[src/hdl/tmr_cfg.svh]
// Register offsets, field positions, reset values and timing counts of the timer block
`ifndef TMR_CFG_SVH
`define TMR_CFG_SVH

// ****************************************
// Register byte offsets
// ****************************************
`define OFS_OPTION 8'h00
`define OFS_COUNT 8'h04
`define OFS_INTCTL 8'h08
`define OFS_CONTROL 8'h0c

// ****************************************
// Field positions
// ****************************************
`define INTCTL_ENABLE_BIT 5
`define INTCTL_FLAG_BIT 2
`define CONTROL_SLEEP_BIT 0
`define CONTROL_WDCLR_BIT 1

// ****************************************
// Reset values
// ****************************************
`define OPTION_RESET 8'hff
`define COUNT_RESET 8'h00
`define INTCTL_RESET 8'h00

// ****************************************
// Timing
// ****************************************
`define WRITE_INHIBIT_CYCLES 2'h2
`define PHASES_PER_CYCLE 4

`endif

[src/hdl/tmr_pkg.sv]
// Types shared by the timer block
package tmr_pkg;

  // Configuration byte, bit 7 down to bit 0
  typedef struct packed {
    logic [1:0] spare;
    logic count_source_select;
    logic count_edge_select;
    logic prescaler_owner_select;
    logic [2:0] prescale_ratio_field;
  } option_t;

  // Four oscillator phases of one instruction cycle
  typedef enum logic [1:0] {
    PH_ONE,
    PH_TWO,
    PH_THREE,
    PH_FOUR
  } phase_t;

endpackage : tmr_pkg

[src/hdl/timer_counter.sv]
// Eight-bit timer/counter with shared prescaler, AHB-Lite register slave
//
// The implementer's own choices: the AHB-Lite register port and the placing of the registers.
`include "tmr_cfg.svh"

module timer_counter
  import tmr_pkg::*;
#(
  parameter int PRESCALE_WIDTH = 8
) (
  // Clock and reset
  input wire logic clk_in,
  input wire logic nrst_in,
  // AHB-Lite slave
  input wire logic hsel_in,
  input wire logic [31:0] haddr_in,
  input wire logic [1:0] htrans_in,
  input wire logic hwrite_in,
  input wire logic [2:0] hsize_in,
  input wire logic hready_in,
  input wire logic [31:0] hwdata_in,
  output logic [31:0] hrdata_out,
  output logic hreadyout_out,
  output logic hresp_out,
  // External count pin
  input wire logic external_count_in,
  // Watchdog side
  input wire logic watchdog_tick_in,
  output logic watchdog_timeout_out,
  output logic watchdog_clear_out,
  // Interrupt request
  output logic timer_overflow_irq_out
);

  // ****************************************
  // Helpers
  // ****************************************
  // True when the low (n) bits of the prescaler are all ones
  function automatic logic low_bits_full(input logic [PRESCALE_WIDTH-1:0] cnt,
                                         input logic [3:0] n);
    logic full;
    full = 1'b1;
    for (int i = 0; i < PRESCALE_WIDTH; i++) begin
      if (i < int'(n) && !cnt[i]) begin
        full = 1'b0;
      end
    end
    return full;
  endfunction : low_bits_full

  // ****************************************
  // State
  // ****************************************
  logic bus_act_q, bus_act_d;
  logic bus_wr_q, bus_wr_d;
  logic [7:0] bus_ofs_q, bus_ofs_d;
  logic [31:0] rdata_q, rdata_d;
  option_t option_q, option_d;
  logic [7:0] timer_count_register_q, timer_count_register_d;
  logic timer_overflow_flag_q, timer_overflow_flag_d;
  logic timer_overflow_irq_enable_q, timer_overflow_irq_enable_d;
  logic sleep_q, sleep_d;
  logic [PRESCALE_WIDTH-1:0] prescaler_q, prescaler_d;
  logic [1:0] inhibit_q, inhibit_d;
  phase_t phase_q, phase_d;
  logic pin_meta_q, pin_sync_q;
  logic level_prev_q, level_prev_d;
  logic sampled_q, sampled_d;
  logic sampled_prev_q, sampled_prev_d;
  logic wd_timeout_q, wd_timeout_d;
  logic wd_clear_q, wd_clear_d;

  // ****************************************
  // Bus decode
  // ****************************************
  logic addr_take;
  logic wr_count, wr_option, wr_intctl, wr_control;
  logic [7:0] wbyte;

  assign addr_take = hsel_in && hready_in && htrans_in[1];
  assign wbyte = hwdata_in[7:0];
  assign wr_option = bus_act_q && bus_wr_q && (bus_ofs_q == `OFS_OPTION);
  assign wr_count = bus_act_q && bus_wr_q && (bus_ofs_q == `OFS_COUNT);
  assign wr_intctl = bus_act_q && bus_wr_q && (bus_ofs_q == `OFS_INTCTL);
  assign wr_control = bus_act_q && bus_wr_q && (bus_ofs_q == `OFS_CONTROL);

  // Zero wait states, always OKAY
  assign hreadyout_out = 1'b1;
  assign hresp_out = 1'b0;
  assign hrdata_out = rdata_q;

  always_comb begin
    bus_act_d = addr_take;
    bus_wr_d = hwrite_in;
    bus_ofs_d = haddr_in[7:0];
    rdata_d = 32'h0000_0000;
    if (haddr_in[31:8] != 24'h00_0000) begin
      bus_ofs_d = 8'hff;
    end
    // Read value is captured at the address phase; unmapped reads zero
    if (addr_take && !hwrite_in && haddr_in[31:8] == 24'h00_0000) begin
      case (haddr_in[7:0])
        `OFS_OPTION: rdata_d[7:0] = option_q;
        `OFS_COUNT: rdata_d[7:0] = timer_count_register_q;
        `OFS_INTCTL: begin
          rdata_d[`INTCTL_ENABLE_BIT] = timer_overflow_irq_enable_q;
          rdata_d[`INTCTL_FLAG_BIT] = timer_overflow_flag_q;
        end
        `OFS_CONTROL: rdata_d[`CONTROL_SLEEP_BIT] = sleep_q;
        default: rdata_d = 32'h0000_0000;
      endcase
    end
  end

  always_ff @(posedge clk_in) begin
    if (!nrst_in) begin
      bus_act_q <= 1'b0;
      bus_wr_q <= 1'b0;
      bus_ofs_q <= 8'h00;
      rdata_q <= 32'h0000_0000;
    end else begin
      bus_act_q <= bus_act_d;
      bus_wr_q <= bus_wr_d;
      bus_ofs_q <= bus_ofs_d;
      rdata_q <= rdata_d;
    end
  end

  // ****************************************
  // Pin synchroniser
  // ****************************************
  // Two stages; only the second stage feeds the counting core.
  // Adds two clocks of delay, inside the allowed increment latency.

  always_ff @(posedge clk_in) begin
    if (!nrst_in) begin
      pin_meta_q <= 1'b0;
      pin_sync_q <= 1'b0;
    end else begin
      pin_meta_q <= external_count_in;
      pin_sync_q <= pin_meta_q;
    end
  end

  // ****************************************
  // Counting core
  // ****************************************
  logic instr_tick;
  logic level, ext_edge;
  logic timer_owns;
  logic pre_event, pre_wrap;
  logic src_level;
  logic tick;
  logic [3:0] ratio_n;

  // Prescaler is a synchronous counter, not a ripple divider:
  // pin edges are therefore seen only after the synchroniser.
  // Limitation: pin rates above half the clock are lost, above a quarter when the prescaler is not in the path.

  always_comb begin
    option_d = option_q;
    timer_count_register_d = timer_count_register_q;
    timer_overflow_flag_d = timer_overflow_flag_q;
    timer_overflow_irq_enable_d = timer_overflow_irq_enable_q;
    sleep_d = sleep_q;
    prescaler_d = prescaler_q;
    inhibit_d = inhibit_q;
    phase_d = phase_q;
    wd_timeout_d = 1'b0;
    wd_clear_d = 1'b0;
    instr_tick = 1'b0;
    tick = 1'b0;

    // Four phases per instruction cycle
    case (phase_q)
      PH_ONE: phase_d = PH_TWO;
      PH_TWO: phase_d = PH_THREE;
      PH_THREE: phase_d = PH_FOUR;
      PH_FOUR: begin
        phase_d = PH_ONE;
        instr_tick = 1'b1;
      end
      default: phase_d = PH_ONE;
    endcase

    timer_owns = !option_q.prescaler_owner_select;
    level = pin_sync_q ^ option_q.count_edge_select;
    ext_edge = level && !level_prev_q;
    level_prev_d = level;
    ratio_n = {1'b0, option_q.prescale_ratio_field};

    // Prescaler input: instruction cycles, pin edges or watchdog ticks
    if (timer_owns) begin
      pre_event = option_q.count_source_select ? ext_edge : instr_tick;
      pre_wrap = low_bits_full(prescaler_q, ratio_n + 4'h1);
    end else begin
      pre_event = watchdog_tick_in;
      pre_wrap = low_bits_full(prescaler_q, ratio_n);
    end
    if (sleep_q && timer_owns) begin
      pre_event = 1'b0;
    end
    if (pre_event) begin
      prescaler_d = prescaler_q + {{(PRESCALE_WIDTH-1){1'b0}}, 1'b1};
    end


    // Postscaled watchdog timeout
    // Timer owner: the watchdog runs unscaled, one cycle late
    wd_timeout_d = timer_owns ? watchdog_tick_in : (watchdog_tick_in && pre_wrap);

    // Phase-two and phase-four sampling of the counter source
    if (timer_owns) begin
      src_level = prescaler_q[option_q.prescale_ratio_field];
    end else begin
      src_level = level;
    end
    sampled_d = sampled_q;
    if (phase_q == PH_TWO || phase_q == PH_FOUR) begin
      sampled_d = src_level;
    end
    sampled_prev_d = sampled_q;

    if (option_q.count_source_select) begin
      tick = sampled_q && !sampled_prev_q;
    end else if (timer_owns) begin
      tick = instr_tick && pre_wrap;
    end else begin
      tick = instr_tick;
    end


    // Two-cycle hold-off after a software write to the count register
    // Counted in instruction boundaries, not in clocks
    if (instr_tick && inhibit_q != 2'h0) begin
      inhibit_d = inhibit_q - 2'h1;
    end
    if (inhibit_q != 2'h0 || sleep_q) begin
      tick = 1'b0;
    end

    if (tick) begin
      timer_count_register_d = timer_count_register_q + 8'h01;
    end
    if (wr_count) begin
      timer_count_register_d = wbyte;
      inhibit_d = `WRITE_INHIBIT_CYCLES;
    end


    // Prescaler clears: count write or watchdog clear, by owner
    // The owner not chosen never touches the shared counter
    if (wr_count && timer_owns) begin
      prescaler_d = '0;
    end
    if (wr_control && wbyte[`CONTROL_WDCLR_BIT]) begin
      wd_clear_d = 1'b1;
      if (!timer_owns) begin
        prescaler_d = '0;
      end
    end

    if (wr_option) begin
      option_d = option_t'(wbyte);
    end
    if (wr_control) begin
      sleep_d = wbyte[`CONTROL_SLEEP_BIT];
    end


    // Flag: software clear loses to a rollover in the same cycle
    // Otherwise an overflow could be lost without trace
    if (wr_intctl) begin
      timer_overflow_irq_enable_d = wbyte[`INTCTL_ENABLE_BIT];
      timer_overflow_flag_d = wbyte[`INTCTL_FLAG_BIT];
    end
    if (tick && !wr_count && timer_count_register_q == 8'hff) begin
      timer_overflow_flag_d = 1'b1;
    end
  end

  always_ff @(posedge clk_in) begin
    if (!nrst_in) begin
      option_q <= option_t'(`OPTION_RESET);
      timer_count_register_q <= `COUNT_RESET;
      timer_overflow_flag_q <= 1'b0;
      timer_overflow_irq_enable_q <= 1'b0;
      sleep_q <= 1'b0;
      prescaler_q <= '0;
      inhibit_q <= 2'h0;
      phase_q <= PH_ONE;
      // Edge history rests at the level that the reset option sees on an idle
      // low pin (falling-edge select), so no false count follows reset
      level_prev_q <= 1'b1;
      sampled_q <= 1'b1;
      sampled_prev_q <= 1'b1;
      wd_timeout_q <= 1'b0;
      wd_clear_q <= 1'b0;
    end else begin
      option_q <= option_d;
      timer_count_register_q <= timer_count_register_d;
      timer_overflow_flag_q <= timer_overflow_flag_d;
      timer_overflow_irq_enable_q <= timer_overflow_irq_enable_d;
      sleep_q <= sleep_d;
      prescaler_q <= prescaler_d;
      inhibit_q <= inhibit_d;
      phase_q <= phase_d;
      level_prev_q <= level_prev_d;
      sampled_q <= sampled_d;
      sampled_prev_q <= sampled_prev_d;
      wd_timeout_q <= wd_timeout_d;
      wd_clear_q <= wd_clear_d;
    end
  end

  // ****************************************
  // Outputs
  // ****************************************
  assign watchdog_timeout_out = wd_timeout_q;
  assign watchdog_clear_out = wd_clear_q;
  // Masked request
  assign timer_overflow_irq_out = timer_overflow_flag_q && timer_overflow_irq_enable_q;

endmodule : timer_counter

[config.mk]
export PLATFORM = sky130hd
export DESIGN_NAME = timer_counter
export DESIGN_NICKNAME = d
export VERILOG_FILES = /design/src/hdl/tmr_pkg.sv /design/src/hdl/timer_counter.sv
export VERILOG_INCLUDE_DIRS = /design/src /design/src/hdl
export SDC_FILE = /design/constraint.sdc
export NUM_CORES = 1
export LEC_CHECK = 0
export ABC_AREA = 1
export BUFFER_PORTS_ARGS = -buffer_cell sky130_fd_sc_hd__buf_2
export CORE_ASPECT_RATIO = 0.6
export CORE_UTILIZATION = 50
export DETAILED_ROUTE_END_ITERATION = 10
export GPL_ROUTABILITY_DRIVEN = 0
export PLACE_DENSITY = 0.81
export RECOVER_POWER = 100
export SLEW_MARGIN = 5
export SYNTH_ARGS = -nofsm -noshare
export SYNTH_HDL_FRONTEND = slang
export SYNTH_SLANG_ARGS = --single-unit
[constraint.sdc]
create_clock -name clk_in -period 2.05 [get_ports clk_in]
set_input_delay 0.1025 -clock clk_in [delete_from_list [all_inputs] [get_ports clk_in]]
set_output_delay 0.1025 -clock clk_in [all_outputs]
set_load 0.02 [all_outputs]
---- Word level (Yosys, flattened, before mapping) ----
Cells that the tools add are included.
word-level totals
  register bits after elaboration ......... 80
  logic and storage cells ................. 164
cells by class
  multiplexer cells ....................... 46
  bitwise logic cells ..................... 2
  magnitude comparators ................... 16
  $add $sub $neg .......................... 4
  equality and inequality tests ........... 10
  reductions and logical operators ........ 61
operators with widths
  kind                   number
  $mux W8                7
  $logic_and A1 B1 Y1    35
  $eq A8 B4 Y1 const B   4
  $mux W1                29
  $logic_not A24 Y1      1
  $reduce_bool A24 Y1    1
  $add A8 B1 Y8 const B  2
  $eq A8 B3 Y1 const B   2
  $logic_not A8 Y1       2
  $lt A3 B4 Y1 const A   4
  $logic_not A1 Y1       13
  $lt A3 B3 Y1 const A   3
  $pmux W1 S3            3
  $eq A8 B8 Y1 const B   1
  $lt A1 B4 Y1 const A   2
  $lt A2 B4 Y1 const A   2
  $pmux W2 S2            2
  $pmux W2 S4            1
  $reduce_bool A2 Y1     4
  $lt A1 B3 Y1 const A   2
  $lt A2 B3 Y1 const A   2
  $add A3 B1 Y4 const B  1
  $eq A2 B2 Y1 const B   2
  $lt A3 B4 Y1 const B   1
  other kinds (11)       13

---- Longest topological paths before layout ----
  word-level depth ........................ 19
  mapped depth ............................ 16
  mapped depth without buffers ............ 16

---- Worst setup path before layout ----
No wires, ideal clock.
  kind .................................... register -> register
  start ................................... reg option_q[0] (netlist bit)
  end ..................................... reg timer_count_register_q[1]
  stages on the path, launching flop included .. 14
  data required time ...................... 1980 ps
  path buffers ............................ 1
  clock period less this slack ............ 1880 ps
  arrival ................................. 1811 ps
  path slack .............................. 170 ps
  library setup time ...................... 70 ps
  cell sequence ........................... dfxtp_1 > clkbuf_1 > inv_1 > ha_1 > o22ai_1 > a211oi_1 > nand2_1 > nand2_1 > nand2_2 > nand2_4 > nand2_8 > nand2_8 > nand2_2 > a21oi_2
on the way
  longest elaborated chain between the ends .. 17
  elaborated cells on any way between the ends .. 52
  those cells by class .................... add/sub (1); order compare (15); mux (19); reduce/logical (17)
RTL lines
  item                                   line                  text
  from (decl)                            timer_counter.sv:58   option_t option_q, option_d;
  from (signal assigned)                 timer_counter.sv:284  option_q <= option_t'(`OPTION_RESET);
  from (signal assigned)                 timer_counter.sv:300  option_q <= option_d;
  $add A3 B1 Y4                          timer_counter.sv:195  pre_wrap = low_bits_full(prescaler_q, ratio_n + 4'h1);
  $lt A1 B4 Y1                           timer_counter.sv:44   if (i < int'(n) && !cnt[i]) begin
  $logic_and A1 B1 Y1                    timer_counter.sv:44
  $mux W1 (8 in a row)                   timer_counter.sv:44
  $mux W1 *                              timer_counter.sv:193  if (timer_owns) begin
  $logic_and A1 B1 Y1 *                  timer_counter.sv:227  tick = instr_tick && pre_wrap;
  $mux W1 *                              timer_counter.sv:226  end else if (timer_owns) begin
  $mux W1 *                              timer_counter.sv:224  if (option_q.count_source_select) begin
  $mux W1 *                              timer_counter.sv:238  if (inhibit_q != 2'h0 || sleep_q) begin
  $reduce_bool A2 Y1 (no source line) *  --
  to (signal assigned)                   timer_counter.sv:285  timer_count_register_q <= `COUNT_RESET;
  to (signal assigned)                   timer_counter.sv:301  timer_count_register_q <= timer_count_register_d;
  to (decl)                              timer_counter.sv:59   logic [7:0] timer_count_register_q, timer_count_register_d;
Mark *: on every way between the ends. The rest lies on a longest branch, timed or not.
A chain may end at the register's enable or synchronous reset.

---- Worst setup path after layout ----
  start ................................... reg option_q[0] (netlist bit)
  end ..................................... reg timer_count_register_q[3]
The elaborated chain is that of the path after synthesis.

==> impl_metrics.json <==
{
  "status": "finished, final reports clean",
  "startpoint_type": "flop",
  "synth_top_cell_by_area": "dfxtp_1",
  "synth_fa_ha_area_share_pct": 3.630,
  "firstDrtPassIters": 5,
  "required_ns": 2.31,
  "tns_ns": 0,
  "whs_ns": 0.007727,
  "syn_inst": 411,
  "critPathCaptureType": "flop",
  "power_frac_clock_pct": 30.9,
  "worst_slew_pin_slew_ns": 0.8090,
  "yosysWarnings": 0,
  "core_um2": 5781,
  "yosys.area_share.simple_pct": 25.17,
  "max-clock-path-buffers": 2,
  "num_antenna_cells": 0,
  "io_buffers": 58,
  "ir_worst_vdd_mv": 0.2983,
  "fin_worst_skew_ns": 0.006450,
  "drive_above_1_share_pct": 19.03,
  "switching_power_uw": 589.7,
  "yosys-top-cells-count": "56 x dfxtp_1, 55 x inv_1, 47 x nor2_1, 45 x nand2_1, 26 x buf_4",
  "cp_max_fo": 9,
  "rsz0062_at_grt": "no",
  "finalCriticalPeriod_ns": 1.873,
  "seq_power_share_pct": 55.6,
  "hold_depth": 3,
  "routed_wl_um": 6978,
  "cp.arrival_ns": 2.13,
  "multi_input_area_um2": 1593,
  "synth_cell_types": 43,
  "overflow": 0,
  "synth_edf_count": 0,
  "ys_seq_area_share_pct": 36.14,
  "grt_use_total_pct": 21.94,
  "min_path_type": "input pin to flop",
  "dieArea_um2": 6533,
  "p_per_area_nw_per_um2": 605.5,
  "num_rows": 21,
  "cap_viol_max_count": 0,
  "p_int_uw": 1505,
  "hpwlAfterDp_um": 5529,
  "synthXorXnorAreaFrac_pct": 2.541,
  "grt_max_degree": 23,
  "register_area_um2": 1122,
  "start_util_pct": 53.66,
  "relSlewSlack_pct": 46.07,
  "insertion_delay_ns": 0.31,
  "setup_viol": 0,
  "post_cts_buffers": 0,
  "avgSynthCellArea_um2": 7.547,
  "route.detailed.drc": 0,
  "grt_first_pass_wirelength_um": 11580,
  "fmax_mhz": 533.8,
  "synth_compound_area_share_pct": 15.89,
  "drtIter0Drc": 170,
  "cellLeakagePower_uw": 0.001555,
  "timing.final.crit_share_pct": 91.38,
  "viasPerCell": 5.128,
  "drv_slew": 0,
  "synth_area_um2": 3102,
  "antenna_found_initial": 0,
  "synth-main-ff-cell": "dfxtp_1",
  "cts-root-buf": "clkbuf_8",
  "synth_top_family_by_area": "simple AND/OR/NAND/NOR gates",
  "synth_top_area_share_pct": 36.14,
  "grt_pass1_vias": 2542,
  "nFillCells": 535,
  "cts-htree-levels": 2,
  "synth_area_leaders": "dfxtp_1 36%, inv_1 6.7%, buf_4 6.3%",
  "io_pins": 113,
  "crit_type": "flop to flop",
  "numCtsBuffers": 5,
  "synth-seq-cells": 56,
  "die_h_um": 63.01,
  "synth-async-reset-ratio_pct": 0,
  "swShare_pct": 28.15,
  "cts_sinks": 56,
  "synthMuxAreaShare_pct": 1.412,
  "reg2reg_depth": 12,
  "nNetsFinal": 557,
  "die_w_um": 103.7,
  "area.growth.synth_to_final_pct": 11.54,
  "total_power_uw": 2095,
  "synth_most_common_cell": "dfxtp_1",
  "num_vias": 2836,
  "comb_power_share_pct": 13.6,
  "cts_tree": "done",
  "wl_per_cell_um": 12.62,
  "clkTransAtPathRegs_ns": 0.10,
  "hold_violations": 0,
  "postRouteAntennaNets": 0
}
[metal layers]
metal / global-route usage (%) / wire length [um] / vias up
met5: 0 / 0 / -
met4: 4.464 / 51 / 0
met3: 4.901 / 599 / 7
met2: 34.98 / 3003 / 115
met1: 30.48 / 3324 / 1301
li1: - / - / 1413
[layout make-up]
cell class | count | share of cell area, %
repair buffers | 64 | 9.403
inverters | 59 | 6.401
multi-input cells | 286 | 46.04
well taps | 80 | 2.893
clock buffers | 6 | 2.387
flip-flops and latches | 56 | 32.44
clock inverters | 2 | 0.4340
[through the flow]
stage                     std cells  cell area (um2)  setup slack, ns  utilization (%)
final                           553             3460           0.1766            59.85
after CTS                       553             3487           0.1589            60.32
after global placement          543             3369           0.2287            58.29
after floorplan                 435             3192           0.1697                -
after global routing            553             3460          0.02077            59.85
after detailed placement        543             3369           0.1837            58.29
[worst paths after layout]
| check | start | to | slack [ns] |
|---|---|---|---|
| worst min register to register | pin_meta_q | pin_sync_q | 0.43 |
| worst max-delay path | option_q[0] | timer_count_register_q[3] | 0.18 |
| worst max register to register | option_q[0] | timer_count_register_q[3] | 0.18 |
| worst min-delay path | hwdata_in[4] | option_q[4] | 0.008 |
[worst max-delay path: stages, from the launching register on]
cell,delay [ns]
dfxtp_2,0.37
inv_1,0.11
ha_1,0.32
o22ai_1,0.07
a211oi_1,0.19
nand2_1,0.10
nand2_1,0.09
nand2_2,0.07
nand2_4,0.09
nand2_8,0.09
nand2_8,0.11
nand2_1,0.09
a21oi_2,0.11
[registers in the layout, summed over array words and instances, names as in the netlist]
name,flops
bus_ofs_q,8
hrdata_out,8
option_q,8
prescaler_q,8
timer_count_register_q,8
inhibit_q,2
phase_q,2
bus_act_q,1
bus_wr_q,1
level_prev_q,1
pin_meta_q,1
pin_sync_q,1
sampled_prev_d,1
sampled_prev_q,1
sleep_q,1
timer_overflow_flag_q,1
timer_overflow_irq_enable_q,1
watchdog_clear_out,1
watchdog_timeout_out,1
[logic make-up (layout without fill, tap and decap cells)]
group                      count (synthesis)  in the layout
buffers and inverters                     93            131
muxes                                      4              4
DFF                                       56             56
adders and majority gates                  9              9
other                                      2             26
and+or+nand+nor                          158            158
xor gates and xnor gates                   9              9
AOI/OAI and AO/OA                         80             80
[layout by cell type (no fill, tap or decap), drive strengths merged, types with 8 or more instances in the layout]
cell | netlist | final
inv | 59 | 59
xor2 | 8 | 8
nand2 | 61 | 61
conb | 2 | 26
buf | 32 | 50
ha | 9 | 9
nand3 | 22 | 22
nor3 | 11 | 11
o21ai | 25 | 25
dfxtp | 56 | 56
clkbuf | 2 | 18
a21oi | 33 | 33
nor2 | 48 | 48
[power by group through the flow]
stage | Sequential (uW) | Combinational, uW | Clock [uW]
after global routing | 1170 | 322 | 713
final | 1160 | 285 | 647
after CTS | 1160 | 288 | 655
after global placement | 1190 | 275 | 0
after detailed placement | 1190 | 285 | 0
after floorplan | 1180 | 241 | 0
[timing repair]
item | 4_1_cts | 5_1_grt
endpoints found under the setup margin | 0 | 2
gates resized for setup | 0 | 2
hold buffers | 2 | 0
hold endpoints to repair | 2 | 0
No activity file was read; power rests on OpenSTA's default activity.
